**src/rcs_defs.vh**
```
// Register indices, field positions and reset values of the reset-cause block
`ifndef RCS_DEFS_VH
`define RCS_DEFS_VH

// Register indices; byte address is four times the index
`define RCS_IDX_BORCTL 12'h811
`define RCS_IDX_POWER_CONTROL_0  12'h813
`define RCS_IDX_POWER_CONTROL_1  12'h814

// Field positions
`define RCS_BIT_SWBOR  3'h7
`define RCS_BIT_BRDY   3'h0
`define RCS_BIT_MEM_VIOLATION_FLAG   3'h1
`define RCS_BIT_OVF    3'h7
`define RCS_BIT_UNF    3'h6
`define RCS_BIT_WV     3'h5
`define RCS_BIT_WATCHDOG_RESET_FLAG   3'h4
`define RCS_BIT_PIN    3'h3
`define RCS_BIT_RI     3'h2
`define RCS_BIT_POR    3'h1
`define RCS_BIT_BOR    3'h0

// Power-control 0 values: after power-on, after brown-out, which bits
// brown-out loads, and the value each bit's hardware event writes
`define RCS_P0_POR     8'h3D
`define RCS_P0_BORV    8'h3C
`define RCS_P0_BMASK   8'hFD
`define RCS_P0_HWV     8'hC0

// Single-bit reset and hardware-event values
`define RCS_P1_POR     1'h1
`define RCS_MEM_VIOLATION_FLAG_HWV   1'h0
`define RCS_SWBOR_RST  1'h1
`define RCS_STAT_RST   1'h1

// Brown-out configuration codes
`define RCS_BCFG_OFF   2'h0
`define RCS_BCFG_SW    2'h1
`define RCS_BCFG_AWAKE 2'h2
`define RCS_BCFG_ON    2'h3

// Program counter targets
`define RCS_PC_ZERO    15'h0000
`define RCS_PC_VECTOR  15'h0004

`endif

```
**src/rcs_flag.v**
```verilog
// One reset-cause flag with init load, hardware event and firmware write
`timescale 1ns/1ps
module rcs_flag #(
	parameter RST_VAL = 1'b1,
	parameter HW_VAL  = 1'b0
) (
	// Clock and reset
	input  wire clk_i,
	input  wire rst_i,
	// Brown-out style load
	input  wire load_i,
	input  wire load_val_i,
	// Hardware event
	input  wire hw_i,
	// Firmware write
	input  wire sw_we_i,
	input  wire sw_val_i,
	// Flag value
	output reg  flag_o
);

	// Hardware wins over a firmware write in the same cycle
	always @(posedge clk_i) begin
		if (rst_i) begin
			flag_o <= RST_VAL;
		end else if (load_i) begin
			flag_o <= load_val_i;
		end else if (hw_i) begin
			flag_o <= HW_VAL;
		end else if (sw_we_i) begin
			flag_o <= sw_val_i;
		end
	end

endmodule

```
**src/rcs_top.v**
```verilog
// Reset-cause recording registers with Wishbone slave and core steering
`timescale 1ns/1ps
`include "rcs_defs.vh"

// Functional notes
// Watchdog wake resumes next address, clears status
// Window violation resets, clears its flag
// Interrupt wake resumes next, sets timeout status
// Reset instruction resets, clears bit 2
// Enabled stack overflow resets, sets bit 7
// Enabled stack underflow resets, sets bit 6
// Memory violation resets, clears its flag
// Interrupt wake with enable then vectors
// Software enable acts only under config 01
// Software enable bit 7, one after power-up
// Ready bit reads armed state
// Power-control 0 flags with power-on values
// Overflow flag set by hardware, firmware clears
// Underflow flag set by hardware, firmware clears
// Window flag cleared by hardware, firmware sets
// Watchdog flag cleared on time-out reset
// Pin flag cleared on external reset
// Unimplemented bits read zero, others keep
// Reset-instruction flag cleared by instruction
// Power-on flag cleared on power-on
// Brown-out flag cleared on brown-out
// Memory flag cleared on violation
// Flags captured before core leaves reset
// Hardware event beats firmware write
module rcs_top #(
	parameter ADR_W = 14,
	parameter DAT_W = 32
) (
	// Clock and power-on reset
	input  wire             clk_i,
	input  wire             rst_i,
	// Wishbone slave
	input  wire             wb_cyc_i,
	input  wire             wb_stb_i,
	input  wire             wb_we_i,
	input  wire [ADR_W-1:0] wb_adr_i,
	input  wire [3:0]       wb_sel_i,
	input  wire [DAT_W-1:0] wb_dat_i,
	output reg  [DAT_W-1:0] wb_dat_o,
	output reg              wb_ack_o,
	// Reset and wake events, one-cycle pulses
	input  wire             brownout_evt_i,
	input  wire             wdt_timeout_rst_i,
	input  wire             wdt_window_viol_i,
	input  wire             wdt_wake_i,
	input  wire             irq_wake_i,
	input  wire             pin_reset_i,
	input  wire             reset_instr_i,
	input  wire             stack_ovf_i,
	input  wire             stack_unf_i,
	input  wire             mem_viol_i,
	input  wire             watchdog_clear_instr_i,
	input  wire             sleep_enter_i,
	// Core and configuration levels
	input  wire             sleeping_i,
	input  wire             stack_fault_reset_enable_i,
	input  wire             global_irq_enable_i,
	input  wire [1:0]       brownout_config_i,
	input  wire             brownout_armed_i,
	input  wire             instr_done_i,
	// Core steering
	output reg              core_reset_o,
	output reg              pc_load_o,
	output reg  [14:0]      pc_target_o,
	output wire             pc_next_o,
	output wire             irq_push_o,
	// Status and brown-out control
	output reg              timeout_status_o,
	output reg              powerdown_status_o,
	output reg              brownout_enable_o
);

	localparam [7:0] P0_POR   = `RCS_P0_POR;
	localparam [7:0] P0_BORV  = `RCS_P0_BORV;
	localparam [7:0] P0_BMASK = `RCS_P0_BMASK;
	localparam [7:0] P0_HWV   = `RCS_P0_HWV;

	wire [7:0]  power_control_0;
	wire        mem_violation_flag;
	reg         sw_brownout_enable;
	wire [11:0] reg_idx;
	wire        req;
	wire        wr_commit;
	wire        hit_bctl;
	wire        hit_p0;
	wire        hit_p1;
	wire        p0_we;
	wire        p1_we;
	wire        ovf_rst;
	wire        unf_rst;
	wire        any_rst;
	wire        wake;
	reg  [7:0]  rd_byte;

	// Address decode; offsets are indices, so the byte address is 4x
	assign reg_idx  = wb_adr_i[ADR_W-1:2];
	assign req      = wb_cyc_i && wb_stb_i;
	assign hit_bctl = (reg_idx == `RCS_IDX_BORCTL);
	assign hit_p0   = (reg_idx == `RCS_IDX_POWER_CONTROL_0);
	assign hit_p1   = (reg_idx == `RCS_IDX_POWER_CONTROL_1);

	// Write lands on the edge where the master sees ack
	assign wr_commit = req && wb_we_i && wb_ack_o && wb_sel_i[0];
	assign p0_we     = wr_commit && hit_p0;
	assign p1_we     = wr_commit && hit_p1;

	// Stack faults only reset the core when enabled
	assign ovf_rst = stack_ovf_i && stack_fault_reset_enable_i;
	assign unf_rst = stack_unf_i && stack_fault_reset_enable_i;

	// Every event that restarts the core at address zero
	assign any_rst = brownout_evt_i | wdt_timeout_rst_i | wdt_window_viol_i
		| pin_reset_i | reset_instr_i | ovf_rst | unf_rst | mem_viol_i;
	assign wake = wdt_wake_i | irq_wake_i;

	// Stack overflow: set by hardware, cleared by firmware
	rcs_flag #(
		.RST_VAL (P0_POR[`RCS_BIT_OVF]),
		.HW_VAL  (P0_HWV[`RCS_BIT_OVF])
	) u_ovf (
		.clk_i      (clk_i),
		.rst_i      (rst_i),
		.load_i     (brownout_evt_i && P0_BMASK[`RCS_BIT_OVF]),
		.load_val_i (P0_BORV[`RCS_BIT_OVF]),
		.hw_i       (stack_ovf_i),
		.sw_we_i    (p0_we),
		.sw_val_i   (wb_dat_i[`RCS_BIT_OVF]),
		.flag_o     (power_control_0[`RCS_BIT_OVF])
	);

	// Stack underflow: set by hardware, zero after power-up
	rcs_flag #(
		.RST_VAL (P0_POR[`RCS_BIT_UNF]),
		.HW_VAL  (P0_HWV[`RCS_BIT_UNF])
	) u_unf (
		.clk_i      (clk_i),
		.rst_i      (rst_i),
		.load_i     (brownout_evt_i && P0_BMASK[`RCS_BIT_UNF]),
		.load_val_i (P0_BORV[`RCS_BIT_UNF]),
		.hw_i       (stack_unf_i),
		.sw_we_i    (p0_we),
		.sw_val_i   (wb_dat_i[`RCS_BIT_UNF]),
		.flag_o     (power_control_0[`RCS_BIT_UNF])
	);

	// Window violation: cleared by hardware
	rcs_flag #(
		.RST_VAL (P0_POR[`RCS_BIT_WV]),
		.HW_VAL  (P0_HWV[`RCS_BIT_WV])
	) u_wv (
		.clk_i      (clk_i),
		.rst_i      (rst_i),
		.load_i     (brownout_evt_i && P0_BMASK[`RCS_BIT_WV]),
		.load_val_i (P0_BORV[`RCS_BIT_WV]),
		.hw_i       (wdt_window_viol_i),
		.sw_we_i    (p0_we),
		.sw_val_i   (wb_dat_i[`RCS_BIT_WV]),
		.flag_o     (power_control_0[`RCS_BIT_WV])
	);

	// Watchdog time-out: back to one on brown-out like power-on
	rcs_flag #(
		.RST_VAL (P0_POR[`RCS_BIT_WATCHDOG_RESET_FLAG]),
		.HW_VAL  (P0_HWV[`RCS_BIT_WATCHDOG_RESET_FLAG])
	) u_watchdog_reset_flag (
		.clk_i      (clk_i),
		.rst_i      (rst_i),
		.load_i     (brownout_evt_i && P0_BMASK[`RCS_BIT_WATCHDOG_RESET_FLAG]),
		.load_val_i (P0_BORV[`RCS_BIT_WATCHDOG_RESET_FLAG]),
		.hw_i       (wdt_timeout_rst_i),
		.sw_we_i    (p0_we),
		.sw_val_i   (wb_dat_i[`RCS_BIT_WATCHDOG_RESET_FLAG]),
		.flag_o     (power_control_0[`RCS_BIT_WATCHDOG_RESET_FLAG])
	);

	// External pin reset
	rcs_flag #(
		.RST_VAL (P0_POR[`RCS_BIT_PIN]),
		.HW_VAL  (P0_HWV[`RCS_BIT_PIN])
	) u_pin (
		.clk_i      (clk_i),
		.rst_i      (rst_i),
		.load_i     (brownout_evt_i && P0_BMASK[`RCS_BIT_PIN]),
		.load_val_i (P0_BORV[`RCS_BIT_PIN]),
		.hw_i       (pin_reset_i),
		.sw_we_i    (p0_we),
		.sw_val_i   (wb_dat_i[`RCS_BIT_PIN]),
		.flag_o     (power_control_0[`RCS_BIT_PIN])
	);

	// Reset instruction
	rcs_flag #(
		.RST_VAL (P0_POR[`RCS_BIT_RI]),
		.HW_VAL  (P0_HWV[`RCS_BIT_RI])
	) u_ri (
		.clk_i      (clk_i),
		.rst_i      (rst_i),
		.load_i     (brownout_evt_i && P0_BMASK[`RCS_BIT_RI]),
		.load_val_i (P0_BORV[`RCS_BIT_RI]),
		.hw_i       (reset_instr_i),
		.sw_we_i    (p0_we),
		.sw_val_i   (wb_dat_i[`RCS_BIT_RI]),
		.flag_o     (power_control_0[`RCS_BIT_RI])
	);

	// Power-on: cleared by rst_i itself, kept by brown-out
	rcs_flag #(
		.RST_VAL (P0_POR[`RCS_BIT_POR]),
		.HW_VAL  (P0_HWV[`RCS_BIT_POR])
	) u_por (
		.clk_i      (clk_i),
		.rst_i      (rst_i),
		.load_i     (brownout_evt_i && P0_BMASK[`RCS_BIT_POR]),
		.load_val_i (P0_BORV[`RCS_BIT_POR]),
		.hw_i       (1'b0),
		.sw_we_i    (p0_we),
		.sw_val_i   (wb_dat_i[`RCS_BIT_POR]),
		.flag_o     (power_control_0[`RCS_BIT_POR])
	);

	// Brown-out: cleared by the brown-out load
	rcs_flag #(
		.RST_VAL (P0_POR[`RCS_BIT_BOR]),
		.HW_VAL  (P0_HWV[`RCS_BIT_BOR])
	) u_bor (
		.clk_i      (clk_i),
		.rst_i      (rst_i),
		.load_i     (brownout_evt_i && P0_BMASK[`RCS_BIT_BOR]),
		.load_val_i (P0_BORV[`RCS_BIT_BOR]),
		.hw_i       (1'b0),
		.sw_we_i    (p0_we),
		.sw_val_i   (wb_dat_i[`RCS_BIT_BOR]),
		.flag_o     (power_control_0[`RCS_BIT_BOR])
	);

	// Memory violation, the only implemented bit of power-control 1
	rcs_flag #(
		.RST_VAL (`RCS_P1_POR),
		.HW_VAL  (`RCS_MEM_VIOLATION_FLAG_HWV)
	) u_mem_violation_flag (
		.clk_i      (clk_i),
		.rst_i      (rst_i),
		.load_i     (1'b0),
		.load_val_i (`RCS_P1_POR),
		.hw_i       (mem_viol_i),
		.sw_we_i    (p1_we),
		.sw_val_i   (wb_dat_i[`RCS_BIT_MEM_VIOLATION_FLAG]),
		.flag_o     (mem_violation_flag)
	);

	// Software brown-out enable; kept by every reset but power-on/brown-out
	always @(posedge clk_i) begin
		if (rst_i) begin
			sw_brownout_enable <= `RCS_SWBOR_RST;
		end else if (brownout_evt_i) begin
			sw_brownout_enable <= `RCS_SWBOR_RST;
		end else if (wr_commit && hit_bctl) begin
			sw_brownout_enable <= wb_dat_i[`RCS_BIT_SWBOR];
		end
	end

	// Brown-out enable; the software bit only counts under config 01
	always @(posedge clk_i) begin
		if (rst_i) begin
			brownout_enable_o <= 1'b1;
		end else begin
			case (brownout_config_i)
				`RCS_BCFG_SW:    brownout_enable_o <= sw_brownout_enable;
				`RCS_BCFG_ON:    brownout_enable_o <= 1'b1;
				`RCS_BCFG_AWAKE: brownout_enable_o <= !sleeping_i;
				default:         brownout_enable_o <= 1'b0;
			endcase
		end
	end

	// Time-out and power-down status; order follows event precedence
	always @(posedge clk_i) begin
		if (rst_i || brownout_evt_i) begin
			timeout_status_o   <= `RCS_STAT_RST;
			powerdown_status_o <= `RCS_STAT_RST;
		end else if (wdt_timeout_rst_i) begin
			timeout_status_o <= 1'b0; // Pd kept on a time-out reset
		end else if (wdt_wake_i) begin
			timeout_status_o   <= 1'b0;
			powerdown_status_o <= 1'b0;
		end else if (irq_wake_i) begin
			timeout_status_o   <= 1'b1;
			powerdown_status_o <= 1'b0;
		end else if (pin_reset_i && sleeping_i) begin
			timeout_status_o   <= 1'b1;
			powerdown_status_o <= 1'b0;
		end else if (watchdog_clear_instr_i) begin
			timeout_status_o   <= 1'b1;
			powerdown_status_o <= 1'b1;
		end else if (sleep_enter_i) begin
			timeout_status_o   <= 1'b1;
			powerdown_status_o <= 1'b0;
		end
	end

	// Core held in reset for one cycle, from the same edge on which the flags capture the cause
	always @(posedge clk_i) begin
		if (rst_i) begin
			core_reset_o <= 1'b1;
			pc_load_o    <= 1'b1;
			pc_target_o  <= `RCS_PC_ZERO;
		end else begin
			core_reset_o <= any_rst;
			pc_load_o    <= any_rst | irq_push_o;
			if (any_rst) begin
				pc_target_o <= `RCS_PC_ZERO;
			end else if (irq_push_o) begin
				pc_target_o <= `RCS_PC_VECTOR;
			end
		end
	end

	// Wake steps to the next address, with a vector jump after it for an enabled interrupt wake
	rcs_wake_seq u_wake (
		.clk_i        (clk_i),
		.rst_i        (rst_i),
		.wake_i       (wake && !any_rst),
		.vec_req_i    (irq_wake_i && global_irq_enable_i),
		.instr_done_i (instr_done_i),
		.abort_i      (any_rst),
		.pc_next_o    (pc_next_o),
		.irq_push_o   (irq_push_o)
	);

	// Read mux; unused and unmapped bits read zero
	always @* begin
		rd_byte = 8'h00;
		if (hit_bctl) begin
			rd_byte[`RCS_BIT_SWBOR] = sw_brownout_enable;
			rd_byte[`RCS_BIT_BRDY]  = brownout_armed_i;
		end else if (hit_p0) begin
			rd_byte = power_control_0;
		end else if (hit_p1) begin
			rd_byte[`RCS_BIT_MEM_VIOLATION_FLAG] = mem_violation_flag;
		end
	end

	// Classic single-cycle ack, dropped the cycle after it is given
	always @(posedge clk_i) begin
		if (rst_i) begin
			wb_ack_o <= 1'b0;
			wb_dat_o <= {DAT_W{1'b0}};
		end else begin
			wb_ack_o <= req && !wb_ack_o;
			wb_dat_o <= {{(DAT_W-8){1'b0}}, rd_byte};
		end
	end

endmodule

```
**src/rcs_wake_seq.v**
```verilog
// Wake-up sequencer: step to next address, then optional vector jump
`timescale 1ns/1ps
module rcs_wake_seq (
	// Clock and reset
	input  wire clk_i,
	input  wire rst_i,
	// Wake events
	input  wire wake_i,
	input  wire vec_req_i,
	input  wire instr_done_i,
	input  wire abort_i,
	// Core steering
	output reg  pc_next_o,
	output reg  irq_push_o
);

	localparam S_IDLE = 3'b001;
	localparam S_STEP = 3'b010;
	localparam S_PUSH = 3'b100;

	reg [2:0] state;
	reg [2:0] next_state;

	// Next state; a reset event aborts any pending vector jump
	always @* begin
		next_state = state;
		case (state)
			S_IDLE: begin
				if (wake_i && vec_req_i) begin
					next_state = S_STEP;
				end
			end
			S_STEP: begin
				if (abort_i) begin
					next_state = S_IDLE;
				end else if (instr_done_i) begin
					next_state = S_PUSH;
				end
			end
			S_PUSH: begin
				next_state = S_IDLE;
			end
			default: begin
				next_state = S_IDLE;
			end
		endcase
	end

	// State and registered pulses
	always @(posedge clk_i) begin
		if (rst_i) begin
			state      <= S_IDLE;
			pc_next_o  <= 1'b0;
			irq_push_o <= 1'b0;
		end else begin
			state      <= next_state;
			pc_next_o  <= wake_i && !abort_i;
			irq_push_o <= (state == S_STEP) && instr_done_i && !abort_i;
		end
	end

endmodule

```
**config.mk**
```make
export PLATFORM = sky130hd
export DESIGN_NAME = rcs_top
export DESIGN_NICKNAME = d
export VERILOG_FILES = /design/src/rcs_flag.v /design/src/rcs_top.v /design/src/rcs_wake_seq.v
export VERILOG_INCLUDE_DIRS = /design/src
export SDC_FILE = /design/constraint.sdc
export NUM_CORES = 1
export LEC_CHECK = 0
export BUFFER_PORTS_ARGS = -buffer_cell sky130_fd_sc_hd__buf_2
export CAP_MARGIN = 40
export CORE_ASPECT_RATIO = 0.8
export CORE_UTILIZATION = 40
export DETAILED_ROUTE_END_ITERATION = 10
export PLACE_DENSITY_LB_ADDON = 0.15
export SLEW_MARGIN = 40
export SYNTH_ARGS = -nofsm -noshare
export SYNTH_HDL_FRONTEND = slang
export SYNTH_SLANG_ARGS = --single-unit
export TNS_END_PERCENT = 1
```
**constraint.sdc**
```tcl
create_clock -name clk_i -period 3.7 [get_ports clk_i]
set_input_delay 0.37 -clock clk_i [delete_from_list [all_inputs] [get_ports clk_i]]
set_output_delay 0.37 -clock clk_i [all_outputs]
set_load 0.05 [all_outputs]
```
==> flow_summary.yaml, run 1 <==
synth:
  synth_top_family_by_area: "simple AND/OR/NAND/NOR gates"
  yosys.area_share.simple_pct: 31.8
  synth_seq_area_share_pct: 37.8
  synth_area_um2: 1590
  yosys-mux-area-fraction_pct: 0
  syn_inst: 174
  ys_seq_elements: 30
  yosysUniqueCellTypes: 40
  synth_warnings: 0
  yosys.area_share.xor_xnor_pct: 0
  synth_compound_area_share_pct: 8.74
  synth.avg_cell_area_um2: 9.13
  synthAdderAreaFrac_pct: 0
floorplan:
  fp.dieW_um: 72.5
  start_util_pct: 41.8
  die_area_um2: 4230
  std_cell_rows: 20
  die_h_um: 58.4
  io_pins: 129
  core-area_um2: 3800
finish:
  layout.area.seq_um2: 601
  layout_common_cells: "61 x buf_2, 38 x conb_1, 30 x dfxtp_1"
  diodes: 0
  area_growth_pct: 18.5
  utilization_pct: 49.5
  drive_gt1_share_pct: 35.0
  multi_input_area_um2: 787
  largest_reg_flops: 8
  fillCellCount: 380
  finalNetCount: 313
  final_common_cell: "buf_2"
  design_area_um2: 1880
  top_register: "wb_dat_o"
  reg.largest.list: "wb_dat_o: 8 flops, u_wake.state: 3 flops"
  fin_cells: 295
sta:
  setup_tns_ns: 0
  setup_viol: 0
  setup_slack_ns: 1.72
  tightest_slew_ns: 0.613
  rsz0062_at_grt: "false"
  drv_slew: 0
  period_minus_slack_ns: 1.98
  fin_crit_sh_pct: 53.4
  fin_skew_ns: 0.00293
  max_slew_margin_pct: 58.7
  hold_ws_ns: 0.293
  hold_violations: 0
  fmax_mhz: 506
global_route:
  grtUsageTotal_pct: 15.5
  grt_overflow_total: 0
  grt_pass1_vias: 1083
  antenna_found_initial: 0
  grt_max_degree: 13
  grt_pass1_wl_um: 4950
critical_path:
  crit_path_end_kind: "flip-flop"
  critical_path.startpoint: "wb_adr_i[7]"
  reg2reg_from: "wb_ack_o"
  r2r_cells: 4
  r2r_setup_slack_ns: 2.35
  start_kind: "input pin"
  arrival_ns: 2.14
  r2r_end: "u_bor.flag_o"
  worstSetupPathType: "input pin to flip-flop"
  worst-path-max-fanout: 12
  critical_path_required_ns: 3.86
clock_tree:
  clkLatencyLatePin_ns: 0.28
  numCtsBuffers: 5
  cts_tree: "built"
  cts_setup_buffers: 0
  postCtsHoldBufs: 0
  cts_resized: 0
  cts.path.max_buffers: 2
  path_clk_slew_ns: 0.06
  cts.sinks: 30
  cts_max_level: 2
  root_buffer: "clkbuf_8"
pwr:
  power_density_nw_per_um2: 402
  pwr-share-clk_pct: 35.9
  p_leak_nw: 0.888
  comb_power_share_pct: 20.1
  p_total_uw: 757
  peakVddDrop_mv: 0.154
  p_seq_share_pct: 43.9
  intPower_uw: 511
  p_switching_uw: 245
  switching_share_pct: 32.4
min_path:
  hold_class: "input pin to flip-flop"
  hold_start: "wdt_wake_i"
  whs_path_depth: 2
  hold-path-endpoint: "timeout_status_o"
route:
  final_antenna_net_count: 0
  via_per_inst: 4.57
  firstDrtPassIters: 4
  drt_wl_total_um: 3160
  drc: 0
  routedWlPerCell_um: 10.7
  first_iter_violations: 50
  num_vias: 1349
job:
  max_cap_violations: 0
placement:
  postPlaceCellArea_um2: 1790
  hpwl_um: 2430
  place_inst: 287
  numPortBuffers: 61
  dp_slack_ns: 1.44
  gp_congestion: 0.798
run_status:
  status: "complete, no violations"
final cells by class:
| type | instances | share of cell area [%] |
|---|---|---|
| Inverter | 4 | 0.797 |
| Timing Repair Buffer | 63 | 17.0 |
| Clock buffer | 7 | 4.58 |
| Clock inverter | 1 | 0.266 |
| Multi-Input combinational cell | 135 | 41.8 |
| Tap cell | 55 | 3.65 |
| Sequential cell | 30 | 31.9 |
power groups by stage:
| stage | Sequential (mW) | Clock (mW) | Combinational, mW |
|---|---|---|---|
| 5_1_grt | 0.333 | 0.287 | 0.162 |
| 6_report | 0.333 | 0.272 | 0.152 |
| 2_1_floorplan | 0.347 | 0 | 0.139 |
| 3_3_place_gp | 0.340 | 0 | 0.152 |
| 3_5_place_dp | 0.340 | 0 | 0.152 |
| 4_1_cts | 0.333 | 0.277 | 0.152 |
critical path, stage by stage:
cell	delay, ns
buf_2	0.09
or4b_4	0.57
nor4_4	0.49
buf_4	0.28
nor4b_1	0.23
nor3_1	0.10
kinds of logic after synthesis:
group | count (synthesis)
AOI/OAI and AO/OA | 21
buffers and inverters | 46
DFF | 30
and+or+nand+nor | 76
other | 1
cells in the mapped netlist (all sizes together):
cell type	number	area share, %
o21bai	1	0.47
nor3b	1	0.79
a21oi	5	1.8
dfxtp	30	38
nand4b	6	3.3
o211ai	1	0.47
or2	1	0.39
nor2b	2	0.79
and2b	1	0.55
and2	7	2.8
a21bo	1	0.63
nor4b	2	1.1
nand3	2	0.63
and3	1	0.39
clkbuf	1	0.24
and4	1	0.55
inv	4	0.94
or3b	4	2.2
o21ai	4	1.3
nand3b	5	2.4
nand4	7	2.8
nor4	5	2.9
nor2	11	2.6
buf	41	20
nand2b	3	1.2
a31oi	3	1.2
nor3	8	3.1
o31ai	3	1.4
or4b	2	1.7
conb	1	0.24
nand2	7	1.7
o311ai	1	0.55
a22oi	2	0.94
routing by layer:
layer / vias up / GRT usage, % / share of wire (%)
met1: 600 / 19.6 / 45
met2: 66 / 23.9 / 44
li1: 672 / - / -
met4: 0 / 8.40 / 2.2
met3: 11 / 4.62 / 8.5
met5: - / 0 / 0
how the worst max path moves through the flow:
| stage | to | slack, ns | cells after the start |
|---|---|---|---|
| 2_1_floorplan | sw_brownout_enable | 1.90 | 4 |
| 3_3_place_gp | u_ovf.flag_o | 1.29 | 5 |
| 3_5_place_dp | u_unf.flag_o | 1.44 | 6 |
| 4_1_cts | u_unf.flag_o | 1.74 | 6 |
| 5_1_grt | u_unf.flag_o | 1.62 | 6 |
| 6_report | u_unf.flag_o | 1.72 | 6 |
(Power assumes the default switching activity.)
==> run 2: changes to the inputs <==
--- a/config.mk
+++ b/config.mk
@@ -9,7 +9,7 @@
 export BUFFER_PORTS_ARGS = -buffer_cell sky130_fd_sc_hd__buf_2
 export CAP_MARGIN = 40
 export CORE_ASPECT_RATIO = 0.8
-export CORE_UTILIZATION = 40
+export CORE_UTILIZATION = 39
 export DETAILED_ROUTE_END_ITERATION = 10
 export PLACE_DENSITY_LB_ADDON = 0.15
 export SLEW_MARGIN = 40
==> constraint.sdc (replaced) <==
create_clock -name clk_i -period 2 [get_ports clk_i]
set_input_delay 0.2 -clock clk_i [delete_from_list [all_inputs] [get_ports clk_i]]
set_output_delay 0.2 -clock clk_i [all_outputs]
set_load 0.05 [all_outputs]
==> run 2 against run 1 <==
Clock-buffer cell count did not move; non-clock buffer count rose by 1; critical path depth did not move; core utilization fell by 0.12 points; sequential power rose by 85%; final area rose by 1.1%; clock power rose by 81%; die area rose by 2.5%; global-route usage fell by 0.18 points.
==> flow_summary.yaml, run 2 (synthesized netlist as in run 1, its figures left out) <==
critical_path:
  arrival_ns: 1.71
  worst-path-max-fanout: 20
  start_kind: "input pin"
  r2r_end: "u_unf.flag_o"
  reg2reg_from: "wb_ack_o"
  worstSetupPathType: "input pin to flip-flop"
  critical_path_required_ns: 2.16
  r2r_cells: 4
  crit_path_end_kind: "flip-flop"
  r2r_setup_slack_ns: 0.65
sta:
  fin_skew_ns: 0.00132
  drv_slew: 0
  hold_violations: 0
  setup_tns_ns: 0
  fin_crit_sh_pct: 77.5
  setup_viol: 0
  fmax_mhz: 646
  rsz0062_at_grt: "false"
  period_minus_slack_ns: 1.55
clock_tree:
  cts_tree: "built"
  cts.sinks: 30
  cts_resized: 0
  path_clk_slew_ns: 0.06
  root_buffer: "clkbuf_8"
  postCtsHoldBufs: 0
  cts.path.max_buffers: 2
  numCtsBuffers: 5
  cts_max_level: 2
  cts_setup_buffers: 0
  clkLatencyLatePin_ns: 0.28
pwr:
  p_seq_share_pct: 44.2
  p_switching_uw: 447
  intPower_uw: 946
  pwr-share-clk_pct: 35.4
  comb_power_share_pct: 20.3
  p_leak_nw: 0.896
  power_density_nw_per_um2: 732
  peakVddDrop_mv: 0.323
  switching_share_pct: 32.1
finish:
  fin_cells: 296
  final_common_cell: "buf_2"
  diodes: 0
  reg.largest.list: "wb_dat_o: 8 flops, u_wake.state: 3 flops"
  drive_gt1_share_pct: 35.3
  area_growth_pct: 19.8
  layout_common_cells: "61 x buf_2, 38 x conb_1, 30 x dfxtp_1"
  largest_reg_flops: 8
  top_register: "wb_dat_o"
  finalNetCount: 314
route:
  final_antenna_net_count: 0
  num_vias: 1345
  drc: 0
  firstDrtPassIters: 4
  drt_wl_total_um: 3250
  first_iter_violations: 71
  via_per_inst: 4.54
  routedWlPerCell_um: 11.0
placement:
  gp_congestion: 0.728
  numPortBuffers: 61
  hpwl_um: 2560
  place_inst: 288
job:
  max_cap_violations: 0
floorplan:
  die_h_um: 59.1
  start_util_pct: 41.2
  io_pins: 129
  std_cell_rows: 20
  fp.dieW_um: 73.4
  die_area_um2: 4340
  core-area_um2: 3850
global_route:
  grt_pass1_vias: 1072
  grt_pass1_wl_um: 4920
  grtUsageTotal_pct: 15.3
  antenna_found_initial: 0
  grt_overflow_total: 0
  grt_max_degree: 21
run_status:
  status: "complete, no violations"
min_path:
  hold_start: "wdt_wake_i"
  hold-path-endpoint: "timeout_status_o"
  whs_path_depth: 2
  hold_class: "input pin to flip-flop"
==> run 2: cell count changes in the layout (fill, tap and decap cells not counted), sizes merged <==
cell,delta
buf,+1
==> run 2: metal layers <==
metal	vias to the layer above	global-route usage (%)	wire (um)
met2	71	21.7	1360
met5	-	0	0
li1	671	-	-
met3	5	4.42	277
met1	598	21.6	1570
met4	0	6.59	40
==> run 2: layout make-up <==
class	instances	area [um^2]
Timing Repair Buffer	64	340
Inverter	4	15.0
Clock inverter	1	5.00
Tap cell	55	68.8
Sequential cell	30	601
Multi-Input combinational cell	135	787
Clock buffer	7	86.3
Fill cell	395	1950
==> run 2: worst max path at each step <==
stage | endpoint | startpoint | cells past startpoint | slack [ns]
2_1_floorplan | sw_brownout_enable | wb_adr_i[7] | 4 | 0.37
3_3_place_gp | u_unf.flag_o | wb_adr_i[7] | 6 | 0.14
3_5_place_dp | u_ovf.flag_o | wb_adr_i[7] | 6 | 0.16
4_1_cts | u_unf.flag_o | wb_adr_i[7] | 6 | 0.45
5_1_grt | u_unf.flag_o | wb_adr_i[7] | 6 | 0.38
6_report | u_unf.flag_o | wb_adr_i[7] | 6 | 0.45
==> run 2: worst max-delay path: stages <==
cell and delay (ns):
buf_2 0.09, or4b_4 0.57, nor4_4 0.32, buf_12 0.19, nor4b_1 0.24, nor3_1 0.09
==> run 2: power groups by stage <==
| stage | Combinational, mW | Sequential (mW) | Clock [mW] |
|---|---|---|---|
| after floorplan | 0.258 | 0.643 | 0 |
| after global placement | 0.281 | 0.629 | 0 |
| after detailed placement | 0.282 | 0.629 | 0 |
| after CTS | 0.282 | 0.616 | 0.507 |
| after global routing | 0.299 | 0.617 | 0.534 |
| final | 0.283 | 0.616 | 0.493 |
==> run 2: per-stage QoR <==
stage | worst slack, ns | power, mW | area (um^2) | hold slack, ns | utilization, %
detailed placement | 0.157 | 0.911 | 1810 | 0.409 | 47.0
CTS | 0.454 | 1.40 | 1900 | 0.112 | 49.4
floorplan | 0.374 | 0.901 | 1730 | 0.303 | -
global route | 0.377 | 1.45 | 1900 | 0.120 | 49.4
finish | 0.451 | 1.39 | 1900 | 0.117 | 49.4
global placement | 0.140 | 0.909 | 1810 | 0.414 | 47.0
==> run 3: changes to the inputs <==
==> constraint.sdc (replaced) <==
create_clock -name clk_i -period 1.5 [get_ports clk_i]
set_input_delay 0.15 -clock clk_i [delete_from_list [all_inputs] [get_ports clk_i]]
set_output_delay 0.15 -clock clk_i [all_outputs]
set_load 0.05 [all_outputs]
==> run 3 against run 2 <==
Sequential power rose by 33%; largest cell class unchanged; critical path depth up 1; clock-buffer cell count decreased by 2; hold slack got worse by 0.047 ns; register-to-register slack worse by 0.50 ns.
==> flow_summary.yaml, run 3 (synthesized netlist as in run 1, its figures left out) <==
clock_tree:
  root_buffer: "clkbuf_8"
  numCtsBuffers: 5
  cts_tree: "built"
  cts_max_level: 2
  cts.sinks: 30
  cts.path.max_buffers: 2
  path_clk_slew_ns: 0.06
  clkLatencyLatePin_ns: 0.28
  postCtsHoldBufs: 0
run_status:
  status: "complete, no violations"
pwr:
  intPower_mw: 1.21
  p_total_mw: 1.81
  p_leak_nw: 0.943
  power_density_nw_per_um2: 914
  switching_share_pct: 33.4
  p_switching_uw: 605
  peakVddDrop_mv: 0.467
  pwr-share-clk_pct: 33.3
  p_seq_share_pct: 45.4
  comb_power_share_pct: 21.4
sta:
  fin_crit_sh_pct: 94.1
  hold_ws_ns: 0.0709
  period_minus_slack_ns: 1.41
  fmax_mhz: 709
  hold_violations: 0
  rsz0062_at_grt: "false"
  setup_tns_ns: 0
  drv_slew: 0
  fin_skew_ns: 0.00249
  setup_viol: 0
route:
  first_iter_violations: 51
  drt_wl_total_um: 3470
  via_per_inst: 4.56
  firstDrtPassIters: 4
  num_vias: 1385
  drc: 0
  final_antenna_net_count: 0
  routedWlPerCell_um: 11.4
critical_path:
  r2r_cells: 4
  worst-path-max-fanout: 7
  arrival_ns: 1.62
  worstSetupPathType: "input pin to flip-flop"
  cpLargestDelayFamily: "simple AND/OR/NAND/NOR gates"
  cp.depth: 7
  crit_path_end_kind: "flip-flop"
  max_stage_delay_ns: 0.55
  crit_buf_inv: 3
  critical_path_required_ns: 1.71
  cpMostUsedCell: "buf_4"
  path_cells: "buf_2 > or4b_4 > nor4_4 > buf_4 > buf_4 > nand3_1 > a21oi_2"
  slowest_stage: "or4b_4"
  start_kind: "input pin"
min_path:
  hold_class: "input pin to flip-flop"
  whs_path_depth: 2
floorplan:
  fp.dieW_um: 73.4
  io_pins: 129
  std_cell_rows: 20
  die_h_um: 59.1
  die_area_um2: 4340
  start_util_pct: 41.2
  core-area_um2: 3850
finish:
  final_common_cell: "buf_2"
  layout_common_cells: "61 x buf_2, 38 x conb_1, 29 x dfxtp_1"
  area_growth_pct: 24.6
  fillCellCount: 395
  layout.area.seq_um2: 602
  reg.largest.list: "wb_dat_o: 8 flops, u_wake.state: 3 flops"
  drive_gt1_share_pct: 39.0
  multi_input_area_um2: 808
  design_area_um2: 1980
  top_register: "wb_dat_o"
  largest_reg_flops: 8
  finalNetCount: 323
  fin_cells: 304
  diodes: 0
global_route:
  grtUsageTotal_pct: 16.7
  grt_max_degree: 11
  grt_pass1_vias: 1121
  grt_pass1_wl_um: 5380
  grt_overflow_total: 0
  antenna_found_initial: 0
placement:
  numPortBuffers: 61
  postPlaceCellArea_um2: 1890
  hpwl_um: 2690
  gp_congestion: 0.793
  place_inst: 297
job:
  max_cap_violations: 0
-- run 3: final cells by class --
cell class	count	share of cell area (%)
clock buffers	5	3.47
inverters	4	0.758
clock inverters	2	0.505
multi-input cells	135	40.8
well taps	55	3.47
repair buffers	73	20.6
flip-flops and latches	30	30.4
-- run 3: final timing paths --
kind                from               end  slack, ns
max reg2reg     wb_ack_o      u_por.flag_o       0.15
min           wdt_wake_i  timeout_status_o       0.07
min reg2reg     wb_ack_o          wb_ack_o       0.41
max          wb_adr_i[7]      u_por.flag_o       0.09
-- run 3: metrics by stage --
stage               setup WS [ns]  util [%]
finish                     0.0886      51.4
global route               0.0157      51.4
CTS                        0.0601      51.0
detailed placement         -0.226      49.0
global placement           -0.191      49.0
floorplan                 -0.0754         -
-- run 3: layer usage --
metal  up-vias  GRT usage (%)  part of all wire [%]
met3         6           5.61                   8.4
met1       620           23.3                    50
li1        691              -                     -
met2        68           23.4                    41
met5         -              0                     0
met4         0           7.14                   1.4
-- run 3: power groups by stage --
| stage | clock network, mW | logic (mW) | registers [mW] |
|---|---|---|---|
| final | 0.602 | 0.387 | 0.821 |
| after global routing | 0.665 | 0.411 | 0.823 |
| after CTS | 0.619 | 0.383 | 0.821 |
| after detailed placement | 0 | 0.382 | 0.839 |
| after global placement | 0 | 0.382 | 0.839 |
| after floorplan | 0 | 0.344 | 0.857 |
-- run 3: what timing repair did --
action | 4_1_cts | 5_1_grt
gates resized for setup | 0 | 2
setup endpoints to repair | 0 | 2
setup buffers | 0 | 0
-- run 3: worst reg2reg max path, stage by stage (launching register included) --
cell and delay, ns:
dfxtp_2 0.33, and4_1 0.23, and2_1 0.41, nand3_1 0.16
a21oi_2 0.16
